File: config.mk
export PLATFORM = sky130hd
export DESIGN_NAME = hwc_dev_flat
export DESIGN_NICKNAME = d
export VERILOG_FILES = /design/src/hwc_pkg.sv /design/src/hwc_if.sv /design/src/hwc_dev.sv /design/src/flat_wrapper.sv
export SDC_FILE = /design/constraint.sdc
export NUM_CORES = 1
export LEC_CHECK = 0
export BUFFER_PORTS_ARGS = -buffer_cell sky130_fd_sc_hd__buf_2
export CELL_PAD_IN_SITES_DETAIL_PLACEMENT = 1
export CELL_PAD_IN_SITES_GLOBAL_PLACEMENT = 1
export CORE_ASPECT_RATIO = 0.6
export CORE_MARGIN = 1
export CORE_UTILIZATION = 42
export DETAILED_ROUTE_END_ITERATION = 7
export PLACE_DENSITY_LB_ADDON = 0.1
export SLEW_MARGIN = 20
export SYNTH_ARGS = -nofsm -noshare
export SYNTH_HDL_FRONTEND = slang
export SYNTH_SLANG_ARGS = --single-unit
File: constraint.sdc
create_clock -name MCLK -period 2 [get_ports MCLK]
set_input_delay 0.1 -clock MCLK [delete_from_list [all_inputs] [get_ports MCLK]]
set_output_delay 0.1 -clock MCLK [all_outputs]
set_load 0.02 [all_outputs]
File: src/hwc_pkg.sv
// Shared constants and types for the hardware-control test and host pins
//------------------------------------------------------------------------
//------------------------------------------------------------------------
package hwc_pkg;
    localparam int unsigned CLK_HZ        = 40_000_000;
    localparam int unsigned BAUD_HZ       = 584_000;
    // Half period of the baud clock, rounded down (shortest time)
    localparam int unsigned BAUD_HALF_CYC = CLK_HZ / (2 * BAUD_HZ);
    localparam int unsigned SYNC_LOSS_S   = 2;
    // Least time: more than 2 s, counted in whole cycles
    localparam int unsigned SYNC_LOSS_CYC = SYNC_LOSS_S * CLK_HZ;
    localparam int unsigned ISOLATED_PULSE_TEST_MS      = 6;
    localparam int unsigned ISOLATED_PULSE_TEST_CYC     = ISOLATED_PULSE_TEST_MS * (CLK_HZ / 1000);
    localparam int unsigned DATA_W        = 8;
    localparam int unsigned ADDR_W        = 4;
    localparam logic [10:0] SYNC_WORD     = 11'h5E3;
    localparam logic [22:0] SCR_SEED      = 23'h7FFFFF;
    typedef enum logic [1:0] {
        HWC_INACTIVE, HWC_ACTIVATING, HWC_ACTIVE
    } hwc_state_t;
endpackage

File: src/hwc_if.sv
// Pin-level carrier between host/strap logic and the transceiver end
interface hwc_if;
    logic       host_select_n;
    logic       write_n;
    logic       read_n;
    logic [3:0] reg_sel;
    logic [7:0] bus_host_o;
    logic       bus_host_oe;
    logic [7:0] bus_dev_o;
    logic       bus_dev_oe;
    logic       sync_loss_timer_flag;
    logic       rx_baud_clock;
    // Resolved level of the shared test/data pins, pull-down when idle
    wire  [7:0] bus = bus_host_oe ? bus_host_o :
                      bus_dev_oe  ? bus_dev_o  : 8'h00;
    modport dev  (input host_select_n, write_n, read_n, reg_sel,
                  bus_host_o, bus_host_oe, bus,
                  output bus_dev_o, bus_dev_oe,
                  sync_loss_timer_flag, rx_baud_clock);
    modport host (output host_select_n, write_n, read_n, reg_sel,
                  bus_host_o, bus_host_oe,
                  input bus_dev_o, bus_dev_oe, bus,
                  sync_loss_timer_flag, rx_baud_clock);
endinterface

File: src/hwc_dev.sv
// Device end: test modes, loopbacks, baud clock and shared pin bus
module hwc_dev
    import hwc_pkg::*;
#(
    parameter int unsigned SYNC_LOSS_CYCLES = SYNC_LOSS_CYC,
    parameter int unsigned ISOLATED_PULSE_TEST_CYCLES     = ISOLATED_PULSE_TEST_CYC
)(
    input  wire logic              MCLK,
    input  wire logic              RST_N,
    hwc_if.dev                     PINS,
    input  wire logic              LINE_SIDE,
    input  wire logic              SYNC_WORD_LOST,
    input  wire logic [1:0]        LINK_STATE,
    input  wire logic              TX_DATA,
    input  wire logic              TX_FRAME_PULSE,
    input  wire logic              RX_DATA_IN,
    input  wire logic              RX_FRAME_IN,
    input  wire logic              LINE_RX_BIT,
    input  wire logic              RX_SYMBOL_STROBE,
    output logic                   LINE_TX_VALID,
    output logic [1:0]             LINE_TX_QUAT,
    output logic                   RX_DATA_OUT,
    output logic                   RX_FRAME_OUT,
    output logic                   INTERFACE_CLOCK,
    output logic                   FE_LOOP,
    output logic                   ACT_ALLOWED,
    output logic                   REG_WE,
    output logic [ADDR_W-1:0]      REG_ADDR,
    output logic [DATA_W-1:0]      REG_WDATA,
    input  wire logic [DATA_W-1:0] REG_RDATA
);
    //--------------------------------------------------------------------
    // Pin synchronisers
    //--------------------------------------------------------------------
    logic [1:0] cs_s, wr_s, rd_s;
    logic [7:0] bus_s0, bus_s1;
    logic [3:0] adr_s0, adr_s1;
    always_ff @(posedge MCLK or negedge RST_N) begin
        if (!RST_N) begin
            cs_s   <= 2'b11;
            wr_s   <= 2'b11;
            rd_s   <= 2'b11;
            bus_s0 <= 8'h00;
            bus_s1 <= 8'h00;
            adr_s0 <= 4'h0;
            adr_s1 <= 4'h0;
        end else begin
            cs_s   <= {cs_s[0], PINS.host_select_n};
            wr_s   <= {wr_s[0], PINS.write_n};
            rd_s   <= {rd_s[0], PINS.read_n};
            bus_s0 <= PINS.bus;
            bus_s1 <= bus_s0;
            adr_s0 <= PINS.reg_sel;
            adr_s1 <= adr_s0;
        end
    end

    // Any control pin high means software mode
    logic hw_mode;
    assign hw_mode = !cs_s[1] && !wr_s[1] && !rd_s[1];
    hwc_state_t lstate;
    assign lstate = hwc_state_t'(LINK_STATE);

    // Test pin functions only exist in hardware mode
    logic insertion_loss_test, repeater_phase_enable, front_end_loopback_in, back_end_loopback, isolated_pulse_test;
    assign insertion_loss_test    = hw_mode && bus_s1[2];
    assign repeater_phase_enable    = hw_mode && bus_s1[3];
    assign front_end_loopback_in = hw_mode && bus_s1[4];
    assign back_end_loopback    = hw_mode && bus_s1[5];
    assign isolated_pulse_test   = hw_mode && bus_s1[1];

    //--------------------------------------------------------------------
    // Timers, baud clock, scrambler and register strobe state
    //--------------------------------------------------------------------
    logic [31:0] los_cnt_reg, los_cnt_next;
    logic        flag_reg, flag_next;
    logic [31:0] tst_cnt_reg, tst_cnt_next;
    logic [7:0]  baud_cnt_reg, baud_cnt_next;
    logic        baud_reg, baud_next;
    logic [22:0] scr_reg, scr_next;
    logic [3:0]  sw_cnt_reg, sw_cnt_next;
    logic        fe_reg, fe_next;
    logic        wr_arm_reg, wr_arm_next;
    logic        tvalid_reg, tvalid_next;
    logic [1:0]  tquat_reg, tquat_next;
    logic        rxd_reg, rxd_next, rxf_reg, rxf_next;
    logic        interface_clock_reg, interface_clock_next;
    logic [7:0]  wdat_reg, wdat_next;

    always_comb begin
        los_cnt_next  = los_cnt_reg;
        flag_next     = flag_reg;
        tst_cnt_next  = tst_cnt_reg;
        baud_cnt_next = baud_cnt_reg + 8'h01;
        baud_next     = baud_reg;
        scr_next      = scr_reg;
        sw_cnt_next   = sw_cnt_reg;
        fe_next       = fe_reg;
        tvalid_next   = 1'b0;
        tquat_next    = tquat_reg;
        interface_clock_next     = interface_clock_reg;
        // Arm the write and hold its data while a software write is low;
        // select and strobe rise together, so the data must be kept here
        wr_arm_next   = !cs_s[1] && !wr_s[1] && rd_s[1];
        wdat_next     = wr_arm_next ? bus_s1 : wdat_reg;
        // Sync loss must persist unbroken; any recovery restarts it
        if (!SYNC_WORD_LOST) begin
            los_cnt_next = 32'h0;
            flag_next    = 1'b0;
        end else if (los_cnt_reg < SYNC_LOSS_CYCLES) begin
            los_cnt_next = los_cnt_reg + 32'h1;
        end else begin
            flag_next = 1'b1;
        end
        // Network side re-phases the baud clock on each received symbol, except while activating
        if (baud_cnt_reg == 8'(BAUD_HALF_CYC - 1)) begin
            baud_cnt_next = 8'h00;
            baud_next     = !baud_reg;
        end
        if (!LINE_SIDE && RX_SYMBOL_STROBE
            && lstate != HWC_ACTIVATING) begin
            baud_cnt_next = 8'h00;
            baud_next     = 1'b1;
        end // line side free-runs: constant phase to interface clock
        interface_clock_next = baud_next;
        // Repeater: interface clock follows frame pulse width
        if (LINE_SIDE && repeater_phase_enable) begin
            interface_clock_next = TX_FRAME_PULSE;
        end
        // Front-end loopback latched in inactive state, line side only
        if (!LINE_SIDE || !front_end_loopback_in) begin
            fe_next = 1'b0;
        end else if (lstate == HWC_INACTIVE) begin
            fe_next = 1'b1;
        end
        // Isolated pulse test
        if (!isolated_pulse_test) begin
            tst_cnt_next = 32'h0;
        end else if (tst_cnt_reg >= ISOLATED_PULSE_TEST_CYCLES - 1) begin
            tst_cnt_next = 32'h0;
            tvalid_next  = 1'b1;
            tquat_next   = {TX_DATA, TX_FRAME_PULSE};
        end else begin
            tst_cnt_next = tst_cnt_reg + 32'h1;
        end
        // Insertion-loss: sync word then scrambled ones, per symbol
        if (insertion_loss_test && !isolated_pulse_test && baud_cnt_reg == 8'h00 && baud_reg) begin
            tvalid_next = 1'b1;
            if (sw_cnt_reg < 4'hB) begin
                tquat_next  = {SYNC_WORD[sw_cnt_reg], 1'b0};
                sw_cnt_next = sw_cnt_reg + 4'h1;
            end else begin
                scr_next   = {scr_reg[21:0],
                              1'b1 ^ scr_reg[22] ^ scr_reg[17]};
                tquat_next = {scr_next[0], scr_reg[5]};
            end
        end
        if (!insertion_loss_test) begin
            sw_cnt_next = 4'h0;
            scr_next    = SCR_SEED;
        end
    end

    // Back-end loopback in active state; front-end ignores the far-end data, frame still passes
    always_comb begin
        rxd_next = RX_DATA_IN;
        rxf_next = RX_FRAME_IN;
        if (back_end_loopback && lstate == HWC_ACTIVE) begin
            rxd_next = TX_DATA;
            rxf_next = TX_FRAME_PULSE;
        end else if (fe_reg) begin
            rxd_next = 1'b0;
        end
    end

    always_ff @(posedge MCLK or negedge RST_N) begin
        if (!RST_N) begin
            los_cnt_reg  <= 32'h0;
            flag_reg     <= 1'b0;
            tst_cnt_reg  <= 32'h0;
            baud_cnt_reg <= 8'h00;
            baud_reg     <= 1'b0;
            scr_reg      <= SCR_SEED;
            sw_cnt_reg   <= 4'h0;
            fe_reg       <= 1'b0;
            wr_arm_reg   <= 1'b0;
            tvalid_reg   <= 1'b0;
            tquat_reg    <= 2'b00;
            rxd_reg      <= 1'b0;
            rxf_reg      <= 1'b0;
            interface_clock_reg     <= 1'b0;
            wdat_reg     <= 8'h00;
        end else begin
            los_cnt_reg  <= los_cnt_next;
            flag_reg     <= flag_next;
            tst_cnt_reg  <= tst_cnt_next;
            baud_cnt_reg <= baud_cnt_next;
            baud_reg     <= baud_next;
            scr_reg      <= scr_next;
            sw_cnt_reg   <= sw_cnt_next;
            fe_reg       <= fe_next;
            wr_arm_reg   <= wr_arm_next;
            tvalid_reg   <= tvalid_next;
            tquat_reg    <= tquat_next;
            rxd_reg      <= rxd_next;
            rxf_reg      <= rxf_next;
            interface_clock_reg     <= interface_clock_next;
            wdat_reg     <= wdat_next;
        end
    end

    //--------------------------------------------------------------------
    // Software-mode register port on the shared pins
    //--------------------------------------------------------------------
    // Write lands once as the armed write pulse ends
    assign REG_WE    = wr_arm_reg && wr_s[1];
    assign REG_ADDR  = adr_s1;
    assign REG_WDATA = wdat_reg;
    always_comb begin
        PINS.bus_dev_o  = 8'h00;
        PINS.bus_dev_oe = 1'b0;
        if (!hw_mode && !cs_s[1] && !rd_s[1]) begin
            PINS.bus_dev_o  = REG_RDATA;
            PINS.bus_dev_oe = 1'b1;
        end
    end
    assign PINS.sync_loss_timer_flag = flag_reg;
    assign PINS.rx_baud_clock        = baud_reg;

    assign LINE_TX_VALID   = tvalid_reg;
    assign LINE_TX_QUAT    = tquat_reg;
    assign RX_DATA_OUT     = rxd_reg;
    assign RX_FRAME_OUT    = rxf_reg;
    assign INTERFACE_CLOCK = interface_clock_reg;
    assign FE_LOOP         = fe_reg;
    // Network side may start activation in either test mode
    assign ACT_ALLOWED = LINE_SIDE ? 1'b1 :
                         ((insertion_loss_test || isolated_pulse_test || !hw_mode) ? 1'b1 : 1'b1);
endmodule

File: src/flat_wrapper.sv
// flat-port wrapper written by rule: the top's interface ports become plain ports
module hwc_dev_flat import hwc_pkg::*;
#(
    parameter int unsigned SYNC_LOSS_CYCLES = SYNC_LOSS_CYC,
    parameter int unsigned ISOLATED_PULSE_TEST_CYCLES     = ISOLATED_PULSE_TEST_CYC
)
  (MCLK, RST_N, LINE_SIDE, SYNC_WORD_LOST, LINK_STATE, TX_DATA, TX_FRAME_PULSE, RX_DATA_IN, RX_FRAME_IN, LINE_RX_BIT, RX_SYMBOL_STROBE, LINE_TX_VALID, LINE_TX_QUAT, RX_DATA_OUT, RX_FRAME_OUT, INTERFACE_CLOCK, FE_LOOP, ACT_ALLOWED, REG_WE, REG_ADDR, REG_WDATA, REG_RDATA, PINS_host_select_n, PINS_write_n, PINS_read_n, PINS_reg_sel, PINS_bus_host_o, PINS_bus_host_oe, PINS_bus_dev_o, PINS_bus_dev_oe, PINS_sync_loss_timer_flag, PINS_rx_baud_clock);
  hwc_if PINS_i ();
  input  wire logic MCLK;
  input  wire logic RST_N;
  input  wire logic LINE_SIDE;
  input  wire logic SYNC_WORD_LOST;
  input  wire logic [1:0] LINK_STATE;
  input  wire logic TX_DATA;
  input  wire logic TX_FRAME_PULSE;
  input  wire logic RX_DATA_IN;
  input  wire logic RX_FRAME_IN;
  input  wire logic LINE_RX_BIT;
  input  wire logic RX_SYMBOL_STROBE;
  output logic LINE_TX_VALID;
  output logic [1:0] LINE_TX_QUAT;
  output logic RX_DATA_OUT;
  output logic RX_FRAME_OUT;
  output logic INTERFACE_CLOCK;
  output logic FE_LOOP;
  output logic ACT_ALLOWED;
  output logic REG_WE;
  output logic [ADDR_W-1:0] REG_ADDR;
  output logic [DATA_W-1:0] REG_WDATA;
  input  wire logic [DATA_W-1:0] REG_RDATA;
  input wire logic [$bits(PINS_i.host_select_n)-1:0] PINS_host_select_n;
  input wire logic [$bits(PINS_i.write_n)-1:0] PINS_write_n;
  input wire logic [$bits(PINS_i.read_n)-1:0] PINS_read_n;
  input wire logic [$bits(PINS_i.reg_sel)-1:0] PINS_reg_sel;
  input wire logic [$bits(PINS_i.bus_host_o)-1:0] PINS_bus_host_o;
  input wire logic [$bits(PINS_i.bus_host_oe)-1:0] PINS_bus_host_oe;
  output wire logic [$bits(PINS_i.bus_dev_o)-1:0] PINS_bus_dev_o;
  output wire logic [$bits(PINS_i.bus_dev_oe)-1:0] PINS_bus_dev_oe;
  output wire logic [$bits(PINS_i.sync_loss_timer_flag)-1:0] PINS_sync_loss_timer_flag;
  output wire logic [$bits(PINS_i.rx_baud_clock)-1:0] PINS_rx_baud_clock;
  assign PINS_i.host_select_n = PINS_host_select_n;
  assign PINS_i.write_n = PINS_write_n;
  assign PINS_i.read_n = PINS_read_n;
  assign PINS_i.reg_sel = PINS_reg_sel;
  assign PINS_i.bus_host_o = PINS_bus_host_o;
  assign PINS_i.bus_host_oe = PINS_bus_host_oe;
  assign PINS_bus_dev_o = PINS_i.bus_dev_o;
  assign PINS_bus_dev_oe = PINS_i.bus_dev_oe;
  assign PINS_sync_loss_timer_flag = PINS_i.sync_loss_timer_flag;
  assign PINS_rx_baud_clock = PINS_i.rx_baud_clock;
  hwc_dev #(.SYNC_LOSS_CYCLES(SYNC_LOSS_CYCLES), .ISOLATED_PULSE_TEST_CYCLES(ISOLATED_PULSE_TEST_CYCLES)) u_core (.MCLK(MCLK), .RST_N(RST_N), .PINS(PINS_i), .LINE_SIDE(LINE_SIDE), .SYNC_WORD_LOST(SYNC_WORD_LOST), .LINK_STATE(LINK_STATE), .TX_DATA(TX_DATA), .TX_FRAME_PULSE(TX_FRAME_PULSE), .RX_DATA_IN(RX_DATA_IN), .RX_FRAME_IN(RX_FRAME_IN), .LINE_RX_BIT(LINE_RX_BIT), .RX_SYMBOL_STROBE(RX_SYMBOL_STROBE), .LINE_TX_VALID(LINE_TX_VALID), .LINE_TX_QUAT(LINE_TX_QUAT), .RX_DATA_OUT(RX_DATA_OUT), .RX_FRAME_OUT(RX_FRAME_OUT), .INTERFACE_CLOCK(INTERFACE_CLOCK), .FE_LOOP(FE_LOOP), .ACT_ALLOWED(ACT_ALLOWED), .REG_WE(REG_WE), .REG_ADDR(REG_ADDR), .REG_WDATA(REG_WDATA), .REG_RDATA(REG_RDATA));
endmodule
==> metrics <==
run status=finished with violations; violated checks=setup timing; source-to-sink clock delay at the later pin of the worst-skew pair=~430 ps; commonest non-fill, non-tap cell in the layout=sky130_fd_sc_hd__dfrtp_1; critical path capture point type=register; number of endpoints failing setup at the final stage=32; biggest area consumer among synthesized cells=sky130_fd_sc_hd__dfrtp_1; clk_skew=around 12 ps; Placement Cell Area=~0.0073 sq mm; I/O pin count=between 60 and 70; Hold Crit Class=input pin to register; starting density of the core=43.4%; max-cap viol count=0; top achievable clock speed=476 MHz; routed len/inst=roughly 20 um; switching power total=1930 uW; net switching fraction of the power=between 20 and 30%; FP Rows=34; count of warnings emitted by yosys=0; Setup crit start kind=register; worst hold slack across all endpoints=roughly 24 ps; synthesized netlist cell count=598; sequential share of the synthesized area=58.6%; via density per instance=~5.4; unique cell type count in the Yosys netlist=49; via count of the first global-routing pass=roughly 5500; Detailed Route WL=between 15000 and 20000 um; die boundary width=roughly 160 um; clock transition at the registers of the reported paths=70 ps; commonest non-fill, non-tap cells in the layout=118 x sky130_fd_sc_hd__dfrtp_1, 64 x sky130_fd_sc_hd__buf_2, 46 x sky130_fd_sc_hd__nor2_1; final weighted congestion in routability-driven placement=0.837; relative area change from synthesis to final layout=39.3%; Antenna Violating Nets Remaining=0; gr usage total=a little under a quarter; multi-input logic area=0.00306 sq mm; Remaining Overflow, GRT=0; Async SR Flop Fraction=100%; most used flip-flop cell after synthesis=sky130_fd_sc_hd__dfrtp_1; Sequential Power Share=44.9%; critical path arrival=approximately 2400 ps; number of antenna violations at the first check in global routing=0; final number of max-transition violations=0; main area contributors after synthesis=sky130_fd_sc_hd__dfrtp_1 47%, sky130_fd_sc_hd__dfstp_2 12%, sky130_fd_sc_hd__nand2_1 4.6%; share of the synthesized area in the top cell type=between 40% and 50%; Die Y=roughly 100 um; cell leakage power=~0.0038 uW; transition time of the tightest slew-check pin=between 600 and 700 ps; largest net degree at the start of global routing=60; root buffer cell=sky130_fd_sc_hd__clkbuf_16; part of the power in combinational logic=about a tenth; total vias in the final route=between 5000 and 6000; Setup WS post-layout=-99.9 ps; TritonCTS clock tree=yes; Fill cells=1548; Worst Path Class, Setup=register to register; final-report hold violation count=0; Design Area, Final=roughly 0.0088 sq mm; Synth Cell Area=around 0.0063 sq mm; DRC errors left=0; total power after layout=between 7000 and 8000 uW; cell-internal power=between 5000 and 6000 uW; setup repair after global routing missed its margin=true; storage element area=0.00371 sq mm; data required time of the critical path=approximately 2300 ps; Max Root-Sink Buffers=2; final period utilization=105%; number of sinks on the clock net=147; time the worst path needs with I/O delays and setup=2100 ps; number of flops mapped to enable cells by yosys=0; DPL Wire Length=roughly 11000 um; Power Density=between 800 and 900 mW/mm^2; H-Tree Depth=4; portion of total power attributed to the clock network=roughly 46%; share of layout cells above drive strength 1=between 30% and 40%; global-route wire length before repair=~28000 um; number of inserted diodes=0; number of buffer cells added on primary ports=between 60 and 70; 1st-pass router iterations=4; total core area=0.0146 sq mm; floorplan die area=approximately 0.016 sq mm; number of flip-flops and latches in the synthesized netlist=between 100 and 150; initial detailed-routing violation count=approximately 320; CTS Buf Count=17; final layout net count=between 700 and 800; Post-Synthesis Mean Instance Area=10.6 sq um; Rel. slew slack=56.1%; worst vdd rail ir drop=between 400 and 500 uV; highest fanout seen on the critical path=22
## cell usage after synthesis (all sizes together), types with 2 or more instances
| library cell | instances |
|---|---|
| dfrtp | 118 |
| nand2 | 78 |
| nand3 | 54 |
| nor2 | 47 |
| dfstp | 29 |
| nand4 | 19 |
| a21oi | 18 |
| mux2 | 18 |
| o21ai | 17 |
| and2 | 15 |
| clkbuf | 15 |
| inv | 15 |
| nor3 | 15 |
| nor4 | 14 |
| xnor2 | 13 |
| nand2b | 12 |
| o31ai | 11 |
| or4 | 10 |
| xor2 | 10 |
| buf | 9 |
| mux2i | 9 |
| ha | 8 |
| or3 | 8 |
| a31oi | 4 |
| and3 | 4 |
| o21a | 4 |
| nor3b | 3 |
| conb | 2 |
| nand3b | 2 |
| nor4b | 2 |
| o311ai | 2 |
| o41ai | 2 |
## kinds of logic after synthesis
kind of cell | share of synthesized area [%]
mux | 4.62
xor+xnor | 3.18
buf+inv | 2.51
compound gates | 6.36
flops | 58.6
fa+ha+maj | 1.58
simple gates | 23.0
other cells | 0.119
## area by class of cell
type | count | share of cell area, %
Clock inverter | 15 | 1.80
Sequential cell | 147 | 42.1
Inverter | 15 | 0.638
Tap cell | 198 | 2.81
Clock buffer | 17 | 4.82
Timing Repair Buffer | 144 | 13.2
Multi-Input combinational cell | 425 | 34.6
## per-stage QoR
stage               TNS, ps  util, %  instances  worst slack (ps)
CTS                    -495     56.2        953             -52.9
finish                -1460     60.5        961             -99.9
floorplan             -65.5        -        611             -35.0
global route          -4010     60.5        961              -139
global placement       -259     50.2        897             -40.2
detailed placement    -2070     50.2        897             -89.3
## power groups by stage
stage	logic [uW]	registers, uW	clock network (uW)
6_report	683	3200	3250
5_1_grt	758	3210	3420
4_1_cts	677	3200	3270
3_5_place_dp	611	3250	0
3_3_place_gp	584	3240	0
2_1_floorplan	237	3310	0
## repair_timing
| item | 4_1_cts | 5_1_grt |
|---|---|---|
| buffers inserted | 3 | 2 |
| resized for setup | 9 | 116 |
| setup endpoints to repair | 45 | 64 |
| pin swaps | 6 | 49 |
| hold buffers | 20 | 0 |
| endpoints found under the hold margin | 71 | 0 |
| gates cloned | 1 | 6 |
## critical path: stages (launching register included)
cell and delay, ps:
sky130_fd_sc_hd__dfrtp_1 380, sky130_fd_sc_hd__or4_4 550, sky130_fd_sc_hd__nor2_4 120, sky130_fd_sc_hd__o31ai_4 110, sky130_fd_sc_hd__buf_12 180, sky130_fd_sc_hd__or4_1 480
sky130_fd_sc_hd__a21oi_1 190
## per-layer routing
| layer | vias to the layer above | global-route usage (%) | routed length, um |
|---|---|---|---|
| met5 | - | 0 | 0 |
| met4 | 0 | 7.40 | 243 |
| met3 | 25 | 5.34 | 992 |
| met2 | 135 | 35.5 | 9340 |
| met1 | 2687 | 32.1 | 8550 |
| li1 | 2389 | - | - |
## worst paths after layout
kind / startpoint / end / slack (ps) / depth (start not counted)
setup / recovery: u_core.los_cnt_reg[28] / u_core.los_cnt_reg[14] / -100 / 6
hold / removal: RX_SYMBOL_STROBE / u_core.PINS.rx_baud_clock / 20 / 3
setup reg to reg: u_core.los_cnt_reg[28] / u_core.los_cnt_reg[14] / -100 / 6
hold reg to reg: u_core.adr_s0[1] / u_core.REG_ADDR[1] / 350 / 0
max in group asynchronous: RST_N / u_core.REG_ADDR[0] / 1160 / 3
min in group asynchronous: RST_N / u_core.tst_cnt_reg[5] / 160 / 2
Note: power is estimated with default switching activity, not from simulation.
